**src/ubg_pkg.sv**
```systemverilog
package ubg_pkg;

   // ----------------------------------------------------------------
   // Register map, one aligned 32-bit word each
   // ----------------------------------------------------------------
   localparam logic [7:0] OFS_TIMER_MODE = 8'h00;
   localparam logic [7:0] OFS_T2_CONTROL = 8'h04;
   localparam logic [7:0] OFS_T1_COUNT = 8'h08;
   localparam logic [7:0] OFS_T2_RELOAD = 8'h0c;
   localparam logic [7:0] OFS_T2_COUNT = 8'h10;
   localparam logic [7:0] OFS_SERIAL_CFG = 8'h14;

   // ----------------------------------------------------------------
   // Field positions
   // ----------------------------------------------------------------
   localparam int T1_RUN_BIT = 0;
   localparam int T1_MODE_LSB = 4;
   localparam int T1_COUNTER_BIT = 6;
   localparam int T2_CAPTURE_BIT = 0;
   localparam int T2_RUN_BIT = 2;
   localparam int T2_EXT_EN_BIT = 3;
   localparam int TX_CLOCK_FROM_T2_BIT = 4;
   localparam int RX_CLOCK_FROM_T2_BIT = 5;
   localparam int T2_EXTERNAL_FLAG_BIT = 6;
   localparam int T2_OVERFLOW_FLAG_BIT = 7;
   localparam int DOUBLE_RATE_BIT = 0;

   // ----------------------------------------------------------------
   // Reset values and counts
   // ----------------------------------------------------------------
   localparam logic [7:0] TIMER_MODE_RST = 8'h00;
   localparam logic [7:0] T2_CONTROL_RST = 8'h00;
   localparam logic [7:0] SERIAL_CFG_RST = 8'h00;
   localparam logic [15:0] COUNT_RST = 16'h0000;
   localparam int OVF_PER_BIT = 16;
   localparam int T2_STEP_CYCLES = 2;
   localparam int CORE_CLK_PERIOD_NS = 25;

   // ----------------------------------------------------------------
   // Types
   // ----------------------------------------------------------------
   typedef enum logic [1:0] {
      T1_M13 = 2'b00,
      T1_M16 = 2'b01,
      T1_MRELOAD = 2'b10,
      T1_MHOLD = 2'b11
   } ubg_t1_mode_t;

   typedef struct packed {
      logic double_rate;
      logic rx_t2;
      logic tx_t2;
   } ubg_sel_t;

   typedef struct packed {
      logic bit_tick;
      logic sample_tick;
   } ubg_tick_t;

endpackage

```
**src/ubg_baud_gen.sv**
```systemverilog
// Added by the designer: the placing of the registers and register access over AHB-Lite.
`timescale 1ns/100ps
// What this block does
// RULE1: Variable-rate serial bit clocks come from timer overflows, per direction.
// RULE2: Timer 1 path divides overflows by 32, or 16 with double_rate_bit.
// RULE3: Timer 1 works timer or counter, any running mode; reload gives clk/(256-TH).
// RULE4: Timer 2 path needs sixteen overflows per bit.
// RULE5: Timer 2 as generator advances once every two core cycles.
// RULE6: Select bits in timer2_control_reg put timer 2 in generator use per direction.
// RULE7: Timer 2 generator rate is clock / (32 x (65536 - reload pair)).
// RULE8: Generator use never sets t2_overflow_flag; external flag still works.
// RULE9: Timer 2 rollover outside capture use reloads the count from the reload pair.
// RULE10: 8-bit reload mode reloads low byte from high byte, high unchanged.
// RULE11: A direction without its timer 2 select takes timer 1 overflows.
module ubg_baud_gen (
   // Clock and reset
   input wire logic core_clk_in,
   input wire logic reset_n_in,
   // AHB-Lite slave
   input wire logic hsel_in,
   input wire logic [7:0] haddr_in,
   input wire logic [1:0] htrans_in,
   input wire logic hwrite_in,
   input wire logic [2:0] hsize_in,
   input wire logic hready_in,
   input wire logic [31:0] hwdata_in,
   output logic [31:0] hrdata_out,
   output logic hreadyout_out,
   output logic hresp_out,
   // Timer pins
   input wire logic t1_count_pin_in,
   input wire logic t2_ext_pin_in,
   // Bit clocks to the shifters
   output logic tx_bit_tick_out,
   output logic tx_sample_tick_out,
   output logic rx_bit_tick_out,
   output logic rx_sample_tick_out
);

   // ----------------------------------------------------------------
   // Register state
   // ----------------------------------------------------------------
   logic [7:0] timer_mode_reg_q;
   logic [7:0] timer2_control_reg_q;
   logic [7:0] timer2_control_reg_d;
   logic [7:0] serial_cfg_q;
   logic [15:0] t2_reload_q; // t2_reload_high : t2_reload_low
   logic [15:0] t2_reload_d;
   logic [15:0] t2_count_q;
   logic [15:0] t2_count_d;
   logic t2_ovf_q;
   logic t2_phase_q;
   logic t1_half_q;
   logic dph_wr_q;
   logic [7:0] dph_addr_q;
   logic [31:0] hrdata_q;
   logic hready_q;
   logic [1:0] sync1_q;
   logic [1:0] sync2_q;
   logic [1:0] sync3_q;
   logic [1:0] pin_lvl_q;
   logic [15:0] t1_count;
   logic t1_ovf;
   ubg_pkg::ubg_sel_t sel;
   ubg_pkg::ubg_tick_t tx_tick;
   ubg_pkg::ubg_tick_t rx_tick;

   // ----------------------------------------------------------------
   // Bus decode
   // ----------------------------------------------------------------
   function automatic logic hit(input logic [7:0] a, input logic [7:0] ofs);
      hit = (a == ofs);
   endfunction

   // Address phase acceptance and data phase strobes
   wire addr_take = hsel_in & htrans_in[1] & hready_in & (hsize_in == 3'b010);
   wire wr_mode = dph_wr_q & hit(dph_addr_q, ubg_pkg::OFS_TIMER_MODE);
   wire wr_t2ctl = dph_wr_q & hit(dph_addr_q, ubg_pkg::OFS_T2_CONTROL);
   wire wr_t1cnt = dph_wr_q & hit(dph_addr_q, ubg_pkg::OFS_T1_COUNT);
   wire wr_t2rld = dph_wr_q & hit(dph_addr_q, ubg_pkg::OFS_T2_RELOAD);
   wire wr_t2cnt = dph_wr_q & hit(dph_addr_q, ubg_pkg::OFS_T2_COUNT);
   wire wr_ser = dph_wr_q & hit(dph_addr_q, ubg_pkg::OFS_SERIAL_CFG);

   // Read mux, unmapped addresses read zero
   wire [31:0] rd_mux =
      hit(haddr_in, ubg_pkg::OFS_TIMER_MODE) ? {24'h000000, timer_mode_reg_q} :
      hit(haddr_in, ubg_pkg::OFS_T2_CONTROL) ? {24'h000000, timer2_control_reg_q} :
      hit(haddr_in, ubg_pkg::OFS_T1_COUNT) ? {16'h0000, t1_count} :
      hit(haddr_in, ubg_pkg::OFS_T2_RELOAD) ? {16'h0000, t2_reload_q} :
      hit(haddr_in, ubg_pkg::OFS_T2_COUNT) ? {16'h0000, t2_count_q} :
      hit(haddr_in, ubg_pkg::OFS_SERIAL_CFG) ? {24'h000000, serial_cfg_q} : 32'h00000000;

   // Address phase capture and registered read data
   always_ff @(posedge core_clk_in or negedge reset_n_in) begin
      if (!reset_n_in) begin
         dph_wr_q <= 1'b0;
         dph_addr_q <= 8'h00;
         hrdata_q <= 32'h00000000;
         hready_q <= 1'b0;
      end else begin
         hready_q <= 1'b1;
         dph_wr_q <= addr_take & hwrite_in;
         dph_addr_q <= haddr_in;
         if (addr_take & ~hwrite_in) begin
            hrdata_q <= rd_mux;
         end
      end
   end

   assign hrdata_out = hrdata_q;
   assign hreadyout_out = hready_q;

   // Response is always OKAY
   always_ff @(posedge core_clk_in or negedge reset_n_in) begin
      if (!reset_n_in) begin
         hresp_out <= 1'b0;
      end else begin
         hresp_out <= 1'b0;
      end
   end

   // ----------------------------------------------------------------
   // Pin synchronisers, a level counts once stages two and three agree
   // ----------------------------------------------------------------
   wire [1:0] pin_agree = ~(sync2_q ^ sync3_q);
   wire [1:0] pin_fall = pin_lvl_q & ~sync2_q & pin_agree;

   always_ff @(posedge core_clk_in or negedge reset_n_in) begin
      if (!reset_n_in) begin
         sync1_q <= 2'b11;
         sync2_q <= 2'b11;
         sync3_q <= 2'b11;
         pin_lvl_q <= 2'b11;
      end else begin
         sync1_q <= {t2_ext_pin_in, t1_count_pin_in};
         sync2_q <= sync1_q;
         sync3_q <= sync2_q;
         pin_lvl_q <= (pin_agree & sync2_q) | (~pin_agree & pin_lvl_q);
      end
   end

   // ----------------------------------------------------------------
   // Configuration fields
   // ----------------------------------------------------------------
   assign sel.double_rate = serial_cfg_q[ubg_pkg::DOUBLE_RATE_BIT];
   assign sel.rx_t2 = timer2_control_reg_q[ubg_pkg::RX_CLOCK_FROM_T2_BIT];
   assign sel.tx_t2 = timer2_control_reg_q[ubg_pkg::TX_CLOCK_FROM_T2_BIT];
   wire t2_brg = sel.rx_t2 | sel.tx_t2; // RULE6
   wire t2_run = timer2_control_reg_q[ubg_pkg::T2_RUN_BIT];
   wire t2_cap = timer2_control_reg_q[ubg_pkg::T2_CAPTURE_BIT];
   wire t2_exen = timer2_control_reg_q[ubg_pkg::T2_EXT_EN_BIT];
   wire t1_counter = timer_mode_reg_q[ubg_pkg::T1_COUNTER_BIT];
   wire [1:0] t1_mode_bits = timer_mode_reg_q[ubg_pkg::T1_MODE_LSB +: 2];

   // ----------------------------------------------------------------
   // Timer 1, timer or counter function
   // ----------------------------------------------------------------
   wire t1_step = t1_counter ? pin_fall[0] : 1'b1; // RULE3

   ubg_timer1 u_timer1 (
      .core_clk_in(core_clk_in),
      .reset_n_in(reset_n_in),
      .run_in(timer_mode_reg_q[ubg_pkg::T1_RUN_BIT]),
      .mode_in(ubg_pkg::ubg_t1_mode_t'(t1_mode_bits)),
      .step_in(t1_step),
      .wr_en_in(wr_t1cnt),
      .wr_data_in(hwdata_in[15:0]),
      .count_out(t1_count),
      .ovf_out(t1_ovf)
   );

   // Halves timer 1 overflows unless the rate is doubled
   wire t1_bit_src = t1_ovf & (sel.double_rate | t1_half_q); // RULE2

   // ----------------------------------------------------------------
   // Timer 2, reload, capture and generator use
   // ----------------------------------------------------------------
   wire t2_step = t2_run & (t2_brg ? t2_phase_q : 1'b1); // RULE5 RULE7
   wire t2_wrap = t2_step & (&t2_count_q);
   wire t2_ext_ev = pin_fall[1] & t2_exen;
   // Capture use rolls over to zero, only reload and generator use reload
   wire t2_capmode = t2_cap & ~t2_brg;
   wire t2_reload_ev = t2_wrap & ~t2_capmode; // RULE9

   // Count: software write, then rollover reload, then external reload
   assign t2_count_d = wr_t2cnt ? hwdata_in[15:0] :
      t2_reload_ev ? t2_reload_q : // RULE9
      (t2_ext_ev & ~t2_cap & ~t2_brg) ? t2_reload_q :
      t2_step ? t2_count_q + 16'h0001 : t2_count_q;
   assign t2_reload_d = wr_t2rld ? hwdata_in[15:0] :
      (t2_ext_ev & t2_cap & ~t2_brg) ? t2_count_q : t2_reload_q;

   // Control byte; hardware setting a flag wins over a clearing write
   always_comb begin
      timer2_control_reg_d = wr_t2ctl ? hwdata_in[7:0] : timer2_control_reg_q;
      if (t2_wrap & ~t2_brg) begin
         timer2_control_reg_d[ubg_pkg::T2_OVERFLOW_FLAG_BIT] = 1'b1; // RULE8
      end
      if (t2_ext_ev) begin
         timer2_control_reg_d[ubg_pkg::T2_EXTERNAL_FLAG_BIT] = 1'b1; // RULE8
      end
   end

   // Software registers and timer 2 state
   always_ff @(posedge core_clk_in or negedge reset_n_in) begin
      if (!reset_n_in) begin
         timer_mode_reg_q <= ubg_pkg::TIMER_MODE_RST;
         timer2_control_reg_q <= ubg_pkg::T2_CONTROL_RST;
         serial_cfg_q <= ubg_pkg::SERIAL_CFG_RST;
         t2_reload_q <= ubg_pkg::COUNT_RST;
         t2_count_q <= ubg_pkg::COUNT_RST;
      end else begin
         timer2_control_reg_q <= timer2_control_reg_d;
         t2_reload_q <= t2_reload_d;
         t2_count_q <= t2_count_d;
         if (wr_mode) begin
            timer_mode_reg_q <= hwdata_in[7:0];
         end
         if (wr_ser) begin
            serial_cfg_q <= hwdata_in[7:0];
         end
      end
   end

   // Step divider, overflow pulse and timer 1 halving
   always_ff @(posedge core_clk_in or negedge reset_n_in) begin
      if (!reset_n_in) begin
         t2_phase_q <= 1'b0;
         t2_ovf_q <= 1'b0;
         t1_half_q <= 1'b0;
      end else begin
         t2_phase_q <= t2_run & t2_brg & ~t2_phase_q;
         t2_ovf_q <= t2_wrap;
         if (t1_ovf) begin
            t1_half_q <= ~t1_half_q;
         end
      end
   end

   // ----------------------------------------------------------------
   // Source choice per direction and bit dividers
   // ----------------------------------------------------------------
   wire tx_src = sel.tx_t2 ? t2_ovf_q : t1_bit_src; // RULE1 RULE11
   wire rx_src = sel.rx_t2 ? t2_ovf_q : t1_bit_src; // RULE1 RULE11

   ubg_bit_div #(.DIV(ubg_pkg::OVF_PER_BIT)) u_tx_div (
      .core_clk_in(core_clk_in),
      .reset_n_in(reset_n_in),
      .src_tick_in(tx_src),
      .tick_out(tx_tick)
   );

   ubg_bit_div #(.DIV(ubg_pkg::OVF_PER_BIT)) u_rx_div (
      .core_clk_in(core_clk_in),
      .reset_n_in(reset_n_in),
      .src_tick_in(rx_src),
      .tick_out(rx_tick)
   );

   assign tx_bit_tick_out = tx_tick.bit_tick;
   assign tx_sample_tick_out = tx_tick.sample_tick;
   assign rx_bit_tick_out = rx_tick.bit_tick;
   assign rx_sample_tick_out = rx_tick.sample_tick;
endmodule

```
**src/ubg_bit_div.sv**
```systemverilog
`timescale 1ns/100ps
module ubg_bit_div #(
   parameter int DIV = ubg_pkg::OVF_PER_BIT
) (
   // Clock and reset
   input wire logic core_clk_in,
   input wire logic reset_n_in,
   // Overflow ticks of the chosen timer
   input wire logic src_tick_in,
   // Sample and bit ticks
   output ubg_pkg::ubg_tick_t tick_out
);

   localparam int CW = $clog2(DIV);
   localparam logic [CW-1:0] LAST = CW'(DIV - 1);

   // ----------------------------------------------------------------
   // Parameter check
   // ----------------------------------------------------------------
   if (DIV < 2) begin : g_chk
      $error("ubg_bit_div: DIV must be at least 2");
   end

   logic [CW-1:0] cnt_q;
   logic [CW-1:0] cnt_d;
   ubg_pkg::ubg_tick_t tick_q;
   wire at_last = (cnt_q == LAST);

   // Next count wraps after DIV source ticks
   assign cnt_d = at_last ? '0 : cnt_q + CW'(1);
   assign tick_out = tick_q;

   // Counts source overflows, one bit per DIV of them
   always_ff @(posedge core_clk_in or negedge reset_n_in) begin
      if (!reset_n_in) begin
         cnt_q <= '0;
         tick_q <= '0;
      end else begin
         tick_q.sample_tick <= src_tick_in;
         tick_q.bit_tick <= src_tick_in & at_last; // RULE4
         if (src_tick_in) begin
            cnt_q <= cnt_d;
         end
      end
   end
endmodule

```
**src/ubg_timer1.sv**
```systemverilog
`timescale 1ns/100ps
module ubg_timer1 (
   // Clock and reset
   input wire logic core_clk_in,
   input wire logic reset_n_in,
   // Control
   input wire logic run_in,
   input wire ubg_pkg::ubg_t1_mode_t mode_in,
   input wire logic step_in,
   // Software access
   input wire logic wr_en_in,
   input wire logic [15:0] wr_data_in,
   // State
   output logic [15:0] count_out,
   output logic ovf_out
);

   logic [7:0] tl_q;
   logic [7:0] th_q; // timer1_reload_byte in reload mode
   logic ovf_q;
   logic [12:0] n13;
   logic [15:0] n16;
   wire go = run_in & step_in & (mode_in != ubg_pkg::T1_MHOLD);

   // Increment values per width
   assign n13 = {th_q, tl_q[4:0]} + 13'h0001;
   assign n16 = {th_q, tl_q} + 16'h0001;
   assign count_out = {th_q, tl_q};
   assign ovf_out = ovf_q;

   // Counting and rollover per running mode
   always_ff @(posedge core_clk_in or negedge reset_n_in) begin
      if (!reset_n_in) begin
         tl_q <= 8'h00;
         th_q <= 8'h00;
         ovf_q <= 1'b0;
      end else if (wr_en_in) begin
         tl_q <= wr_data_in[7:0];
         th_q <= wr_data_in[15:8];
         ovf_q <= 1'b0;
      end else begin
         ovf_q <= 1'b0;
         if (go) begin
            case (mode_in)
               ubg_pkg::T1_M13: begin
                  th_q <= n13[12:5];
                  tl_q[4:0] <= n13[4:0];
                  ovf_q <= &{th_q, tl_q[4:0]};
               end
               ubg_pkg::T1_M16: begin
                  {th_q, tl_q} <= n16;
                  ovf_q <= &{th_q, tl_q};
               end
               ubg_pkg::T1_MRELOAD: begin
                  tl_q <= (&tl_q) ? th_q : tl_q + 8'h01; // RULE10
                  ovf_q <= &tl_q;
               end
               default: begin
                  ovf_q <= 1'b0;
               end
            endcase
         end
      end
   end

   wire reload_go = go && mode_in == ubg_pkg::T1_MRELOAD && !wr_en_in;
endmodule
```
**config.mk**
```make
export PLATFORM = sky130hd
export DESIGN_NAME = ubg_baud_gen
export DESIGN_NICKNAME = d
export VERILOG_FILES = /design/src/ubg_pkg.sv /design/src/ubg_baud_gen.sv /design/src/ubg_bit_div.sv /design/src/ubg_timer1.sv
export SDC_FILE = /design/constraint.sdc
export NUM_CORES = 1
export LEC_CHECK = 0
export BUFFER_PORTS_ARGS = -buffer_cell sky130_fd_sc_hd__buf_2
export CORE_UTILIZATION = 54
export CTS_BUF_LIST = sky130_fd_sc_hd__clkbuf_8
export CTS_CLUSTER_SIZE = 8
export DETAILED_ROUTE_END_ITERATION = 8
export GPL_TIMING_DRIVEN = 0
export HOLD_SLACK_MARGIN = 0.02
export PLACE_DENSITY = 0.9
export SYNTH_ARGS = -nofsm -noshare
export SYNTH_HDL_FRONTEND = slang
export SYNTH_SLANG_ARGS = --single-unit
```
**constraint.sdc**
```tcl
create_clock -name core_clk_in -period 2.6 [get_ports core_clk_in]
set_clock_uncertainty 0.2 [all_clocks]
set_input_delay 0.39 -clock core_clk_in [delete_from_list [all_inputs] [get_ports core_clk_in]]
set_output_delay 0.39 -clock core_clk_in [all_outputs]
set_load 0.01 [all_outputs]
```
==> reports/qor.yml <==
status:
  status: "complete, but fails checks"
  violations: "design-rule violations"
timing:
  finalHoldViolations: 0
  finalSetupViolCount: 0
  slew-limit-headroom_pct: 48.90
  period_minus_slack_ns: 2.548
  tightest_slew_ns: 0.7607
  setup_tns_ns: 0
  slew_violations: 0
  fin_crit_sh_pct: 98.00
  fmax_mhz: 392.5
clock_tree:
  insertion_delay_ns: 0.47
  tritoncts: "done"
  root_buffer: "clkbuf_8"
  path_clk_slew_ns: 0.07
  cts_buffer_depth: 2
  cts_sinks: 122
  numCtsBuffers: 17
  cts_htree_levels: 4
worst_setup_path:
  cp.required_ns: 2.74
  cpPeakStageDelay_ns: 0.64
  crit_arrival_ns: 2.69
  cpLargestDelayFamily: "simple AND/OR/NAND/NOR gates"
  rr_worst_depth: 5
  cp.buffers_inverters: 2
  crit_path_start_kind: "flop"
  crit_chain: "or4_1 -> buf_6 -> buf_4 -> nor4b_4 -> mux2_2"
  worstReg2RegStart: "dph_addr_q[1]"
  end_kind: "flop"
  crit_slowest_cell: "nor4b_4"
  reg2reg_slack_ns: 0.05
  cp_max_fo: 8
  reg2reg_to: "serial_cfg_q[5]"
  worstSetupPathType: "reg2reg"
logic_synthesis:
  synth_top_area_share_pct: 43.09
  syn_area_sq_mm: 0.006620
  synth_area_leaders: "dfrtp_1 (43%), o21ai_0 (4.5%), mux2_2 (4.3%), mux2i_1 (3.8%), nand2_1 (3.7%)"
  ys.flop_type: "dfrtp_1"
  avgSynthCellArea_sq_um: 9.822
  synth_seq_cells: 122
  synth_edf_count: 0
  async_reset_ff_share_pct: 100.0
  synthCells: 674
  synth_area_leader_cell: "dfrtp_1"
  synth_warnings: 0
  yosysSeqAreaShare_pct: 46.27
  netlist-cell-type-count: 65
finish:
  nets: 844
  diodes: 0
  area_growth_pct: 18.45
  drive_gt1_share_pct: 20.85
drt:
  drt-wirelength-per-cell_microns: 20.38
  viasPerCell: 6.498
  first_iter_violations: 665
  drc: 1
  drtPass1Iterations: 9
  detail-route-antenna-nets: 0
  wl_mm: 19.22
  vias: 6128
hold_path:
  min_path_type: "in2reg"
  min_path_cells: 3
  min_to: "u_timer1.th_q[2]"
  hold_path.startpoint: "hwdata_in[10]"
die:
  core-area_sq_mm: 0.01196
  pin_count: 90
  start_util_pct: 55.35
  fp.dieW_microns: 112.7
  dieHeight_microns: 112.7
  dieArea_sq_mm: 0.01271
  rows: 40
global_routing:
  grt_max_degree: 63
  grt_antenna_before_repair: 0
  grt-ovfl-total: 0
  grt_usage_pct: 32.04
  grt_pass1_vias: 5912
  grt_pass1_wl_mm: 31.08
place:
  place_hpwl_mm: 12.83
  place.gp.congestion: 0.9438
  numPortBuffers: 55
power:
  cellPowerDensity_mw_per_mm2: 725.6
  p_leak_nw: 3.560
  peakVddDrop_v: 0.0004356
  p_total_w: 0.005690
run:
  maxCapViolCount: 0
[repair_timing]
action	CTS	global route
hold buffers	17	0
setup buffers	6	0
hold endpoints to repair	72	0
resized for setup	10	13
endpoints found under the setup margin	57	47
pin swaps	5	1
cloned	0	1
[worst max-delay path by stage]
stage	from	depth (start not counted)	slack (ns)	endpoint
after floorplan	dph_addr_q[1]	7	0.06	t2_count_q[5]
after global placement	reset_n_in	1	-0.55	hreadyout_out
after detailed placement	flop	5	-0.39	t2_count_q[2]
after CTS	dph_addr_q[1]	5	0.02	t2_count_q[13]
after global routing	timer2_control_reg_q[4]	5	-0.03	t2_count_q[1]
final	dph_addr_q[1]	5	0.05	serial_cfg_q[5]
[flip-flops by register name (all words and copies together), names as in the netlist, 4 cells and up, named ones only]
| name | cells |
|---|---|
| hrdata_out | 16 |
| t2_count_q | 16 |
| t2_reload_q | 16 |
| dph_addr_q | 8 |
| serial_cfg_q | 8 |
| timer2_control_reg_q | 8 |
| timer_mode_reg_q | 8 |
| u_timer1.th_q | 8 |
| u_timer1.tl_q | 8 |
| u_rx_div.cnt_q | 4 |
| u_tx_div.cnt_q | 4 |
[per-stage QoR]
step / area (sq um) / setup WS [ns] / utilization [%] / hold WS (ns) / instances
CTS: 7804 / 0.02274 / 65.24 / 0.02090 / 945
detailed placement: 7173 / -0.3918 / 59.97 / 0.1476 / 893
global placement: 7139 / -0.5510 / 59.69 / 0.1459 / 892
global route: 7841 / -0.02749 / 65.55 / 0.05779 / 943
finish: 7841 / 0.05193 / 65.55 / 0.04125 / 943
floorplan: 6680 / 0.06460 / - / -0.1056 / 690
[tightest hold or removal path, stage by stage]
cell	delay [ns]
buf_2	0.13
nand2_1	0.07
o21ai_0	0.06
[power by group]
group / switching (W) / total, W / internal, W
logic: 0.000760 / 0.00136 / 0.000601
clock network: 0.000805 / 0.00170 / 0.000890
registers: 0.000439 / 0.00263 / 0.00220
total: 0.00200 / 0.00569 / 0.00369
[layout make-up]
cell class,count,area [sq um]
fillers,903,4120
multi-input cells,501,3359
well taps,147,183.9
clock buffers,19,261.5
repair buffers,79,524.3
inverters,14,52.55
flip-flops and latches,122,3063
plain buffers,48,266.5
clock inverters,13,130.1
[logic make-up (layout without fill, tap and decap cells)]
group                    count (synthesis)  count (layout)  share of synthesized area (%)
AO/OA/AOI/OAI                          182             182                          17.99
XOR/XNOR                                26              26                          3.440
adder cells (fa/ha/maj)                 11              11                          2.003
buffers and inverters                   68             173                          5.160
flip-flops                             122             122                          46.27
multiplexers                            50              50                          8.033
other                                    2              18                         0.1134
AND/OR/NAND/NOR                        213             214                          16.99
[cell usage after synthesis (17+ instances only)]
| cell type | n |
|---|---|
| dfrtp_1 | 114 |
| nand2_1 | 66 |
| o21ai_0 | 60 |
| a21oi_1 | 39 |
| nor2_1 | 36 |
| clkbuf_1 | 27 |
| mux2_2 | 25 |
| mux2i_1 | 25 |
| nand3_1 | 24 |
| a22o_1 | 21 |
| nand2b_1 | 19 |
| buf_4 | 17 |
[layout by cell type, fill, tap and decap left out, types with 9 or more instances in the layout]
| cell type | count |
|---|---|
| dfrtp_1 | 114 |
| nand2_1 | 66 |
| o21ai_0 | 60 |
| buf_2 | 57 |
| a21oi_1 | 39 |
| nor2_1 | 35 |
| mux2i_1 | 25 |
| mux2_2 | 25 |
| nand3_1 | 23 |
| buf_4 | 23 |
| a22o_1 | 21 |
| clkbuf_1 | 20 |
| nand2b_1 | 19 |
| clkbuf_8 | 19 |
| conb_1 | 18 |
| inv_1 | 17 |
| dlygate4sd3_1 | 17 |
| xnor2_1 | 15 |
| nand4_1 | 11 |
| xor2_1 | 11 |
| nor2b_1 | 9 |
| a221o_1 | 9 |
| ha_1 | 9 |
[layer usage]
layer	vias up	track usage (%)	routed length [microns]
met3	100	6.374	1860
met4	0	20.53	973
li1	2649	-	-
met5	-	0	0
met2	393	50.53	9138
met1	2986	40.68	7248
Note: power is estimated with default switching activity, not from simulation.
